## config.mk

```make
export PLATFORM = sky130hd
export DESIGN_NAME = pspc_ctrl
export DESIGN_NICKNAME = d
export VERILOG_FILES = /design/src/core/pspc_pkg.sv /design/src/core/pspc_hold.sv /design/src/core/pspc_ctrl.sv
export SDC_FILE = /design/constraint.sdc
export NUM_CORES = 1
export LEC_CHECK = 0
export ABC_AREA = 1
export BUFFER_PORTS_ARGS = -buffer_cell sky130_fd_sc_hd__buf_2
export CORE_MARGIN = 5
export CORE_UTILIZATION = 60
export CTS_CLUSTER_DIAMETER = 30
export DETAILED_ROUTE_END_ITERATION = 7
export GPL_TIMING_DRIVEN = 0
export PLACE_DENSITY_LB_ADDON = 0.2
export SLEW_MARGIN = 20
export SYNTH_ARGS = -nofsm -noshare
export SYNTH_HDL_FRONTEND = slang
export SYNTH_SLANG_ARGS = --single-unit
```

## constraint.sdc

```tcl
create_clock -name clk_sys -period 14.03 [get_ports clk_sys]
set_input_delay 1.403 -clock clk_sys [delete_from_list [all_inputs] [get_ports clk_sys]]
set_output_delay 1.403 -clock clk_sys [all_outputs]
set_load 0.01 [all_outputs]
```

## src/core/pspc_pkg.sv

```systemverilog
// Constants, register map and state codes for the pump staging controller
// Operation
// RL1: Zero fill duration disables the fill phase
// RL2: Clamp commanded frequency to fill cap
// RL3: Switch setup: end fill on time/pressure
// RL4: Analog setup: end fill above exit pressure
// RL5: Operator sets fill exit below target
// RL6: Fill starts on every off-to-run transition
// RL7: Aux control only when count above zero
// RL8: Aux control suppresses other relay functions
// RL9: Aux parameters only in analog setup
// RL10: Call pumps in ascending relay order
// RL11: Stage in at target minus stage margin
// RL12: Stage in after stage hold-off expires
// RL13: Stage in closes that pump's relay
// RL14: Release at target plus release margin
// RL15: Release after release hold-off expires
// RL16: Release needs frequency inside release window
// RL17: Release opens that pump's relay
// RL18: After release command minimum plus bump
// RL19: Hold bump for duration, then regulate
// RL20: Fill energizes configured fill pump relays
// RL21: Operator keeps fill pumps within aux count
// RL22: Release most recently staged relay first
// RL23: Hold-off timers restart when condition drops
package pspc_pkg;

    // ----------------------------------------------------------------
    // Timing
    // ----------------------------------------------------------------
    localparam int unsigned CLK_PERIOD_NS = 4;
    localparam int unsigned SEC_NS = 1_000_000_000;
    localparam int unsigned SEC_CYC = SEC_NS / CLK_PERIOD_NS;

    // ----------------------------------------------------------------
    // Register offsets (byte addresses)
    // ----------------------------------------------------------------
    localparam logic [7:0] OFS_CFG = 8'h00;
    localparam logic [7:0] OFS_FILL = 8'h04;
    localparam logic [7:0] OFS_PRES = 8'h08;
    localparam logic [7:0] OFS_MARG = 8'h0C;
    localparam logic [7:0] OFS_DLY = 8'h10;
    localparam logic [7:0] OFS_FRQ = 8'h14;
    localparam logic [7:0] OFS_BUMP = 8'h18;
    localparam logic [7:0] OFS_STAT = 8'h1C;

    // ----------------------------------------------------------------
    // Field positions
    // ----------------------------------------------------------------
    localparam int unsigned CFG_ANALOG = 0;
    localparam int unsigned CFG_AUXN_LSB = 1;
    localparam int unsigned CFG_FILLN_LSB = 4;
    localparam int unsigned CFG_GEN_LSB = 8;
    localparam int unsigned HALF_LO = 0;
    localparam int unsigned HALF_HI = 16;
    localparam int unsigned DLY_STG_LSB = 0;
    localparam int unsigned DLY_REL_LSB = 8;
    localparam int unsigned DLY_BMP_LSB = 16;
    localparam int unsigned STAT_N_LSB = 4;
    localparam int unsigned STAT_ST_LSB = 8;
    localparam int unsigned STAT_AUX = 12;

    // ----------------------------------------------------------------
    // Reset values
    // ----------------------------------------------------------------
    localparam logic [31:0] RST_CFG = 32'h0000_0000;
    localparam logic [31:0] RST_FILL = 32'h0000_0000;
    localparam logic [31:0] RST_PRES = 32'h0000_0000;
    localparam logic [31:0] RST_MARG = 32'h0000_0000;
    localparam logic [31:0] RST_DLY = 32'h0000_0000;
    localparam logic [31:0] RST_FRQ = 32'h0000_0000;
    localparam logic [31:0] RST_BUMP = 32'h0000_0000;

    // ----------------------------------------------------------------
    // Bus answers and counts
    // ----------------------------------------------------------------
    localparam logic [1:0] RESP_OKAY = 2'h0;
    localparam logic [1:0] RESP_SLVERR = 2'h2;
    localparam logic [2:0] AUX_MAX = 3'h4;

    typedef enum logic [3:0] {
        ST_OFF = 4'h1,
        ST_FILL = 4'h2,
        ST_RUN = 4'h4,
        ST_BUMP = 4'h8
    } pspc_state_e;

endpackage

```

## src/core/pspc_hold.sv

```systemverilog
// Seconds hold-off timer that restarts whenever its run input drops
`timescale 1ns/1ns
module pspc_hold #(
    parameter int unsigned W = 16
) (
    input wire logic clk_sys, // System clock
    input wire logic rst_n_s, // Synchronised reset
    input wire logic tick, // One-second enable pulse
    input wire logic run, // Condition holds
    input wire logic [W-1:0] limit, // Seconds to wait
    output logic done // Wait is over
);
    import pspc_pkg::*;

    typedef struct packed {
        logic [W-1:0] cnt;
    } pspc_hold_s;

    pspc_hold_s q_ff;
    pspc_hold_s nxt_q;

    initial begin
        if (W < 1 || W > 32) $error("pspc_hold: W out of range");
    end

    // Count seconds while running, clear as soon as the condition drops
    always_comb begin
        nxt_q = q_ff;
        if (!run) begin
            nxt_q.cnt = '0; // [RL23]
        end else if (tick && q_ff.cnt != limit) begin
            nxt_q.cnt = q_ff.cnt + 1'b1;
        end
    end

    always_ff @(posedge clk_sys or negedge rst_n_s) begin
        if (!rst_n_s) begin
            q_ff <= '0;
        end else begin
            q_ff <= nxt_q;
        end
    end

    // Partial count never reaches the limit, so a dip costs a full restart
    assign done = run && q_ff.cnt == limit;
endmodule // pspc_hold

```

## src/core/pspc_ctrl.sv

```systemverilog
// Fill phase and auxiliary pump staging controller with AXI4-Lite registers
//
// The implementer's own choices: the AXI4-Lite interface to the registers and the register offsets.
`timescale 1ns/1ns
module pspc_ctrl #(
    parameter int unsigned TICK_CYC = pspc_pkg::SEC_CYC
) (
    input wire logic clk_sys, // 250 MHz clock
    input wire logic rst_n, // Async reset, active low
    input wire logic run_auto, // Automatic mode pin
    input wire logic run_manual, // Manual run pin
    input wire logic press_switch, // Control pressure reached pin
    input wire logic [15:0] pressure_meas, // Measured pressure
    input wire logic [15:0] master_freq, // Master drive frequency
    output logic [3:0] relay_out, // Relay drives, 1 = closed
    output logic [15:0] freq_cap, // Fill frequency cap
    output logic freq_cap_on, // Cap applies
    output logic [15:0] freq_override, // Forced master frequency
    output logic freq_override_on, // Override applies
    input wire logic s_axi_awvalid, // AXI write address valid
    output logic s_axi_awready, // AXI write address ready
    input wire logic [7:0] s_axi_awaddr, // AXI write address
    input wire logic s_axi_wvalid, // AXI write data valid
    output logic s_axi_wready, // AXI write data ready
    input wire logic [31:0] s_axi_wdata, // AXI write data
    input wire logic [3:0] s_axi_wstrb, // AXI byte strobes
    output logic s_axi_bvalid, // AXI write response valid
    input wire logic s_axi_bready, // AXI write response ready
    output logic [1:0] s_axi_bresp, // AXI write response
    input wire logic s_axi_arvalid, // AXI read address valid
    output logic s_axi_arready, // AXI read address ready
    input wire logic [7:0] s_axi_araddr, // AXI read address
    output logic s_axi_rvalid, // AXI read data valid
    input wire logic s_axi_rready, // AXI read data ready
    output logic [31:0] s_axi_rdata, // AXI read data
    output logic [1:0] s_axi_rresp // AXI read response
);
    import pspc_pkg::*;

    initial begin
        if (TICK_CYC < 2) $error("pspc_ctrl: TICK_CYC below 2");
    end

    typedef struct packed {
        pspc_state_e st;
        logic [1:0] sy_auto;
        logic [1:0] sy_man;
        logic [1:0] sy_psw;
        logic on_d;
        logic [2:0] n;
        logic [31:0] cfg;
        logic [31:0] fill;
        logic [31:0] pres;
        logic [31:0] marg;
        logic [31:0] dly;
        logic [31:0] frq;
        logic [31:0] bump;
        logic aw_h;
        logic w_h;
        logic [7:0] awa;
        logic [31:0] wd;
        logic [3:0] ws;
        logic bv;
        logic [1:0] br;
        logic rv;
        logic [31:0] rd;
        logic [1:0] rr;
        logic [31:0] tcnt;
        logic tick;
        logic [3:0] relay;
        logic cap_on;
        logic [15:0] ovr;
        logic ovr_on;
        logic stg_d;
    } pspc_ctrl_s;

    pspc_ctrl_s q_ff;
    pspc_ctrl_s nxt_q;
    logic [1:0] rst_q_ff;
    logic rst_s;

    // ----------------------------------------------------------------
    // Helpers
    // ----------------------------------------------------------------
    // Lowest n relays closed, so pumps come in from relay 1 upward
    function automatic logic [3:0] thermo(input logic [2:0] k);
        logic [2:0] c;
        c = (k > AUX_MAX) ? AUX_MAX : k;
        thermo = 4'(5'h0F >> (3'h4 - c));
    endfunction

    function automatic logic [16:0] add17(input logic [15:0] a,
                                          input logic [15:0] b);
        add17 = {1'b0, a} + {1'b0, b};
    endfunction

    function automatic logic [31:0] merge(input logic [31:0] o,
                                          input logic [31:0] v,
                                          input logic [3:0] s);
        merge = o;
        for (int i = 0; i < 4; i++) begin
            if (s[i]) merge[i*8 +: 8] = v[i*8 +: 8];
        end
    endfunction

    function automatic logic [15:0] hi16(input logic [31:0] x);
        hi16 = x[HALF_HI +: 16];
    endfunction

    function automatic logic [15:0] lo16(input logic [31:0] x);
        lo16 = x[HALF_LO +: 16];
    endfunction

    // ----------------------------------------------------------------
    // Reset release
    // ----------------------------------------------------------------
    // Release through two flops so no flop sees a partial reset edge
    always_ff @(posedge clk_sys or negedge rst_n) begin
        if (!rst_n) begin
            rst_q_ff <= 2'h0;
        end else begin
            rst_q_ff <= {rst_q_ff[0], 1'b1};
        end
    end
    assign rst_s = rst_q_ff[1];

    // ----------------------------------------------------------------
    // Decoded conditions
    // ----------------------------------------------------------------
    logic on_now, start, analog, aux_en, psw;
    logic [2:0] auxn, filln;
    logic [15:0] target, exitp;
    logic fill_hit, stage_c, rel_c, stage_run, rel_run;
    logic fill_done, stage_done, rel_done, bump_done;
    logic stage_go, rel_go;
    logic [16:0] bump_sum, win_top;

    assign on_now = q_ff.sy_auto[1] | q_ff.sy_man[1];
    assign start = on_now & ~q_ff.on_d;
    assign psw = q_ff.sy_psw[1];
    assign analog = q_ff.cfg[CFG_ANALOG];
    assign auxn = q_ff.cfg[CFG_AUXN_LSB +: 3];
    assign filln = q_ff.cfg[CFG_FILLN_LSB +: 3];
    assign target = lo16(q_ff.pres);
    assign exitp = hi16(q_ff.pres);
    assign aux_en = analog && auxn != 3'h0; // [RL7] [RL9]
    // Switch setups end on the switch; analog also on target or exit
    assign fill_hit = analog ? (psw || pressure_meas >= target ||
                                pressure_meas > exitp) // [RL4]
                             : psw; // [RL3]
    assign stage_c = add17(pressure_meas, lo16(q_ff.marg))
                     <= {1'b0, target}; // [RL11]
    assign win_top = add17(lo16(q_ff.frq), hi16(q_ff.frq));
    assign rel_c = {1'b0, pressure_meas} >= add17(target, hi16(q_ff.marg))
                   && master_freq >= lo16(q_ff.frq)
                   && {1'b0, master_freq} <= win_top; // [RL14] [RL16]
    assign stage_run = q_ff.st == ST_RUN && aux_en && stage_c
                       && q_ff.n < auxn && q_ff.n < AUX_MAX;
    assign rel_run = q_ff.st == ST_RUN && aux_en && rel_c
                     && q_ff.n != 3'h0;
    assign stage_go = stage_run && stage_done; // [RL12]
    assign rel_go = rel_run && rel_done && !stage_run; // [RL15]
    assign bump_sum = add17(lo16(q_ff.frq), lo16(q_ff.bump));

    // ----------------------------------------------------------------
    // Hold-off and duration timers
    // ----------------------------------------------------------------
    pspc_hold #(.W(16)) u_fill (
        .clk_sys(clk_sys),
        .rst_n_s(rst_s),
        .tick(q_ff.tick),
        .run(q_ff.st == ST_FILL),
        .limit(hi16(q_ff.fill)),
        .done(fill_done)
    );
    // Idle one cycle after each stage so every pump waits a full hold-off
    pspc_hold #(.W(8)) u_stage (
        .clk_sys(clk_sys),
        .rst_n_s(rst_s),
        .tick(q_ff.tick),
        .run(stage_run && !q_ff.stg_d), // [RL12] [RL23]
        .limit(q_ff.dly[DLY_STG_LSB +: 8]),
        .done(stage_done)
    );
    pspc_hold #(.W(8)) u_rel (
        .clk_sys(clk_sys),
        .rst_n_s(rst_s),
        .tick(q_ff.tick),
        .run(rel_run),
        .limit(q_ff.dly[DLY_REL_LSB +: 8]),
        .done(rel_done)
    );
    pspc_hold #(.W(8)) u_bump (
        .clk_sys(clk_sys),
        .rst_n_s(rst_s),
        .tick(q_ff.tick),
        .run(q_ff.st == ST_BUMP),
        .limit(q_ff.dly[DLY_BMP_LSB +: 8]),
        .done(bump_done)
    );

    // ----------------------------------------------------------------
    // Next state: pins, tick, sequencer, outputs, bus slave
    // ----------------------------------------------------------------
    always_comb begin
        nxt_q = q_ff;
        nxt_q.sy_auto = {q_ff.sy_auto[0], run_auto};
        nxt_q.sy_man = {q_ff.sy_man[0], run_manual};
        nxt_q.sy_psw = {q_ff.sy_psw[0], press_switch};
        nxt_q.on_d = on_now;
        nxt_q.stg_d = stage_go; // [RL12]
        // One-second enable from a free divider
        nxt_q.tick = 1'b0;
        nxt_q.tcnt = q_ff.tcnt + 32'h1;
        if (q_ff.tcnt == 32'(TICK_CYC - 1)) begin
            nxt_q.tcnt = 32'h0;
            nxt_q.tick = 1'b1;
        end
        // Sequencer
        unique case (q_ff.st)
            ST_OFF: begin
                nxt_q.n = 3'h0;
                if (start) begin
                    nxt_q.st = (hi16(q_ff.fill) != 16'h0) ? ST_FILL
                                                          : ST_RUN; // [RL1] [RL6]
                end
            end
            ST_FILL: begin
                if (fill_done || fill_hit) nxt_q.st = ST_RUN; // [RL3] [RL4]
            end
            ST_RUN: begin
                if (stage_go) begin
                    nxt_q.n = q_ff.n + 3'h1; // [RL10] [RL13]
                end else if (rel_go) begin
                    nxt_q.n = q_ff.n - 3'h1; // [RL17] [RL22]
                    nxt_q.st = ST_BUMP;
                end
            end
            ST_BUMP: begin
                if (bump_done) nxt_q.st = ST_RUN; // [RL19]
            end
            default: nxt_q.st = ST_OFF;
        endcase
        if (!on_now) begin
            nxt_q.st = ST_OFF;
            nxt_q.n = 3'h0;
        end
        // Outputs follow the next state so they align with it
        if (nxt_q.st == ST_FILL) begin
            nxt_q.relay = thermo(filln); // [RL20]
        end else if (aux_en) begin
            nxt_q.relay = thermo(nxt_q.n); // [RL8] [RL13] [RL17]
        end else begin
            nxt_q.relay = q_ff.cfg[CFG_GEN_LSB +: 4];
        end
        nxt_q.cap_on = nxt_q.st == ST_FILL; // [RL2]
        nxt_q.ovr_on = nxt_q.st == ST_BUMP; // [RL18]
        nxt_q.ovr = bump_sum[16] ? 16'hFFFF : bump_sum[15:0];
        // Write channel: address and data taken in either order
        if (s_axi_awvalid && s_axi_awready) begin
            nxt_q.aw_h = 1'b1;
            nxt_q.awa = s_axi_awaddr;
        end
        if (s_axi_wvalid && s_axi_wready) begin
            nxt_q.w_h = 1'b1;
            nxt_q.wd = s_axi_wdata;
            nxt_q.ws = s_axi_wstrb;
        end
        if (q_ff.bv && s_axi_bready) nxt_q.bv = 1'b0;
        if (q_ff.aw_h && q_ff.w_h) begin
            nxt_q.aw_h = 1'b0;
            nxt_q.w_h = 1'b0;
            nxt_q.bv = 1'b1;
            nxt_q.br = RESP_OKAY;
            // Aux tuning is locked unless the analog setup is chosen
            unique case ({q_ff.awa[7:2], 2'h0})
                OFS_CFG: nxt_q.cfg = merge(q_ff.cfg, q_ff.wd, q_ff.ws);
                OFS_FILL: nxt_q.fill = merge(q_ff.fill, q_ff.wd, q_ff.ws);
                OFS_PRES: nxt_q.pres = merge(q_ff.pres, q_ff.wd, q_ff.ws);
                OFS_MARG: if (analog) begin
                    nxt_q.marg = merge(q_ff.marg, q_ff.wd, q_ff.ws); // [RL9]
                end
                OFS_DLY: if (analog) begin
                    nxt_q.dly = merge(q_ff.dly, q_ff.wd, q_ff.ws);
                end
                OFS_FRQ: if (analog) begin
                    nxt_q.frq = merge(q_ff.frq, q_ff.wd, q_ff.ws);
                end
                OFS_BUMP: if (analog) begin
                    nxt_q.bump = merge(q_ff.bump, q_ff.wd, q_ff.ws);
                end
                OFS_STAT: ;
                default: nxt_q.br = RESP_SLVERR;
            endcase
        end
        // Read channel: one-cycle answer, unmapped reads zero
        if (q_ff.rv && s_axi_rready) nxt_q.rv = 1'b0;
        if (s_axi_arvalid && s_axi_arready) begin
            nxt_q.rv = 1'b1;
            nxt_q.rr = RESP_OKAY;
            unique case ({s_axi_araddr[7:2], 2'h0})
                OFS_CFG: nxt_q.rd = q_ff.cfg;
                OFS_FILL: nxt_q.rd = q_ff.fill;
                OFS_PRES: nxt_q.rd = q_ff.pres;
                OFS_MARG: nxt_q.rd = q_ff.marg;
                OFS_DLY: nxt_q.rd = q_ff.dly;
                OFS_FRQ: nxt_q.rd = q_ff.frq;
                OFS_BUMP: nxt_q.rd = q_ff.bump;
                OFS_STAT: begin
                    nxt_q.rd = 32'h0;
                    nxt_q.rd[3:0] = q_ff.relay;
                    nxt_q.rd[STAT_N_LSB +: 3] = q_ff.n;
                    nxt_q.rd[STAT_ST_LSB +: 4] = q_ff.st;
                    nxt_q.rd[STAT_AUX] = aux_en;
                end
                default: begin
                    nxt_q.rd = 32'h0;
                    nxt_q.rr = RESP_SLVERR;
                end
            endcase
        end
    end

    always_ff @(posedge clk_sys or negedge rst_s) begin
        if (!rst_s) begin
            q_ff <= '0;
            q_ff.st <= ST_OFF;
            q_ff.cfg <= RST_CFG;
            q_ff.fill <= RST_FILL;
            q_ff.pres <= RST_PRES;
            q_ff.marg <= RST_MARG;
            q_ff.dly <= RST_DLY;
            q_ff.frq <= RST_FRQ;
            q_ff.bump <= RST_BUMP;
        end else begin
            q_ff <= nxt_q;
        end
    end

    // Handshakes combinational, payloads from flops
    assign s_axi_awready = !q_ff.aw_h && !q_ff.bv;
    assign s_axi_wready = !q_ff.w_h && !q_ff.bv;
    assign s_axi_arready = !q_ff.rv;
    assign s_axi_bvalid = q_ff.bv;
    assign s_axi_bresp = q_ff.br;
    assign s_axi_rvalid = q_ff.rv;
    assign s_axi_rdata = q_ff.rd;
    assign s_axi_rresp = q_ff.rr;
    assign relay_out = q_ff.relay;
    assign freq_cap = lo16(q_ff.fill); // [RL2]
    assign freq_cap_on = q_ff.cap_on;
    assign freq_override = q_ff.ovr; // [RL18]
    assign freq_override_on = q_ff.ovr_on;
endmodule // pspc_ctrl

```

==> run metrics <==
post-synthesis sequential area ratio 0.4401; clk buf depth 3; Slew @ Worst Pin 1126 ps; main combinational cell family by area after synthesis simple AND/OR/NAND/NOR gates; Post-CTS Setup Inserts 0; Crit-path slowest cell ha_1; max_cap viols 0; fraction of registers with async set/reset 1.000; GRT Resource Usage Total 0.3685; routed len/inst 21.95 µm; CP Data Required Time 14530 ps; Slew Viols, Final 0; fraction of layout cells with a size suffix above 1 0.1409; post-synthesis register bit count 416; vias in the first global route 22300; IO Count 173; Fin Setup TNS 0 ps; CTS clk-pin slew, worst paths 50 ps; remaining antenna violation count after routing 0; worst-skew pair later-pin latency 630 ps; Core Area 38830 µm²; static leakage 0.01446 µW; Critical Setup Path Class in2reg; Power, Total 4835 µW; skew final 30.90 ps; WP buf/inv 2; Final Hold Fails 0; Adder-Cell Fraction of Synth Area 0.09594; P&R area growth vs syn 21.46%; fillcell total 2894; Synth Area in Compound Gates 0.1573; Synth area leaders dfrtp_1 (44%), ha_1 (9.3%), nand2_1 (9.2%); Final Net Count 3389; XOR/XNOR Fraction of Synth Area 0.03813; crit path launch type input port; CP dominant cell by count nand2_1; TritonCTS clock tree yes; final worst path period share 0.4257; CTS Sinks 416; crit end category flip-flop; die width 208.6 µm; HP Class reg2async; YS warnings 0; first-pass GRT wire length 125100 µm; IO Port Bufs 166; failing checks DRC; Crit Path Max Fanout 4; DIE AREA 43500 µm²; Vert. Die Dim 208.6 µm; Synth top cells by count nand2_1 (580), dfrtp_1 (415), inv_1 (340), o21ai_0 (246), nor2_1 (218); slowest stage delay, CP 370 ps; Largest delay share family, worst path simple AND/OR/NAND/NOR gates; Initial Utilization 0.6093; Crit path depth 37; GRT overflow 0; num rows 72; post-cts resize count 0; Netlist cell types 55; drt pass-1 iters 8; predominant post-synthesis flop cell dfrtp_1; Post-Syn Area 23660 µm²; initial antenna violation count 3; crit path DAT 6470 ps; maximum VDD drop 0.1477 mV; final setup fails 0; Iter 0 DRT Violations 2228; Synth Area in Simple Gates 0.1777; Vias/cell 5.999; Yosys top cell by area dfrtp_1; post-synthesis mux area share 0.001904; EDFF count, synth 0; syn avg cell area 8.318 µm²; Slew HR 0.2435; CTS Buf Count 95; Hold-fix buffers, CTS 0; largest net degree at the start of global routing 60; minimum clock period 5972 ps; r2r setup slk 8570 ps; count leader, synth nand2_1; Vias 22280; r2r worst-path depth 33; global placement routability congestion 1.006; fmax 167.4 MHz; top cell type's share of synthesized area 0.4390; RSZ-0062 raised after global routing no; status finished, violations left; drc violations 4; PD cells 168.3 nW/µm²; Synth Instances 2844; Routed WL 81510 µm; H-tree depth 3; Detailed Place HPWL 60570 µm; CTS root buf clkbuf_16
[cell families after synthesis]
family	after synthesis
other cells	2
flops	416
fa+ha+maj	179
buf+inv	485
compound gates	651
simple gates	1004
xor+xnor	103
mux	4
[cell usage in the layout (no fill, tap or decap), drive strengths merged, types with 73 or more instances in the layout]
master,count
a21oi,212
buf,248
o21ai,260
ha,175
clkbuf,171
nand3,73
inv,360
nand2,582
nor2,222
dfrtp,415
[sequential cells by signal (all words and copies together) (netlist names)]
register,cells
q_ff,273
s_axi_rdata,32
exitp,16
freq_cap,16
freq_override,16
u_fill.q_ff,16
u_bump.q_ff,8
u_rel.q_ff,8
u_stage.q_ff,8
relay_out,4
auxn,3
filln,3
nxt_q,3
rst_q_ff,2
analog,1
freq_cap_on,1
freq_override_on,1
psw,1
s_axi_bresp,1
s_axi_bvalid,1
s_axi_rresp,1
s_axi_rvalid,1
[worst register-to-register path: cells and delay by family, from the launching register on]
| family | cells | cell delay [ps] |
|---|---|---|
| and+or+nand+nor | 19 | 2210 |
| DFF | 1 | 440 |
| adders and majority gates | 3 | 900 |
| AOI/OAI and AO/OA | 11 | 1800 |
[power by group]
group	internal [µW]	total (µW)	switching, µW
clock network	1560	2320	760
logic	320	919	599
registers	1390	1590	204
[layout make-up]
class                      count  area (µm²)  area share
tap                          518       648.1     0.02256
sequential                   416       10420      0.3625
clock buffer                 109        2490     0.08665
inverter                     349        1310     0.04559
antenna                        2       5.005   0.0001742
clock inverter                66       892.1     0.03105
timing repair buffer         174        1028     0.03579
multi-input combinational   1944       11160      0.3884
buffer                       136       785.8     0.02735
[final timing paths]
path | from | end
setup / recovery | pressure_meas[2] | relay_out[0]
hold / removal | rst_q_ff[1] | s_axi_rdata[21]
setup reg to reg | q_ff[270] | relay_out[0]
hold reg to reg | rst_q_ff[1] | s_axi_rdata[21]
max in group asynchronous | rst_q_ff[1] | freq_override[8]
min in group clk_sys | nxt_q[371] | q_ff[371]
[per-layer routing]
layer / up-vias / wire [µm] / GRT usage
met3: 377 / 8303 / 0.09866
met2: 1273 / 36570 / 0.5783
met4: 4 / 5891 / 0.2232
met5: - / 21 / 0
li1: 10040 / - / -
met1: 10590 / 30720 / 0.4581
[per-stage QoR]
step | hold slack (ps) | area (µm²) | std cells | setup slack (ps) | util
after detailed placement | 340.2 | 25340 | 3537 | 7521 | 0.6526
after floorplan | 331.2 | 23660 | 2845 | 1579 | -
after global routing | 350.8 | 28730 | 3712 | 7731 | 0.7399
after CTS | 348.3 | 28720 | 3712 | 8160 | 0.7398
final | 349.3 | 28730 | 3714 | 8058 | 0.7400
after global placement | 333.0 | 25140 | 3529 | -2773 | 0.6475
Power figures use the tool's default switching activity.
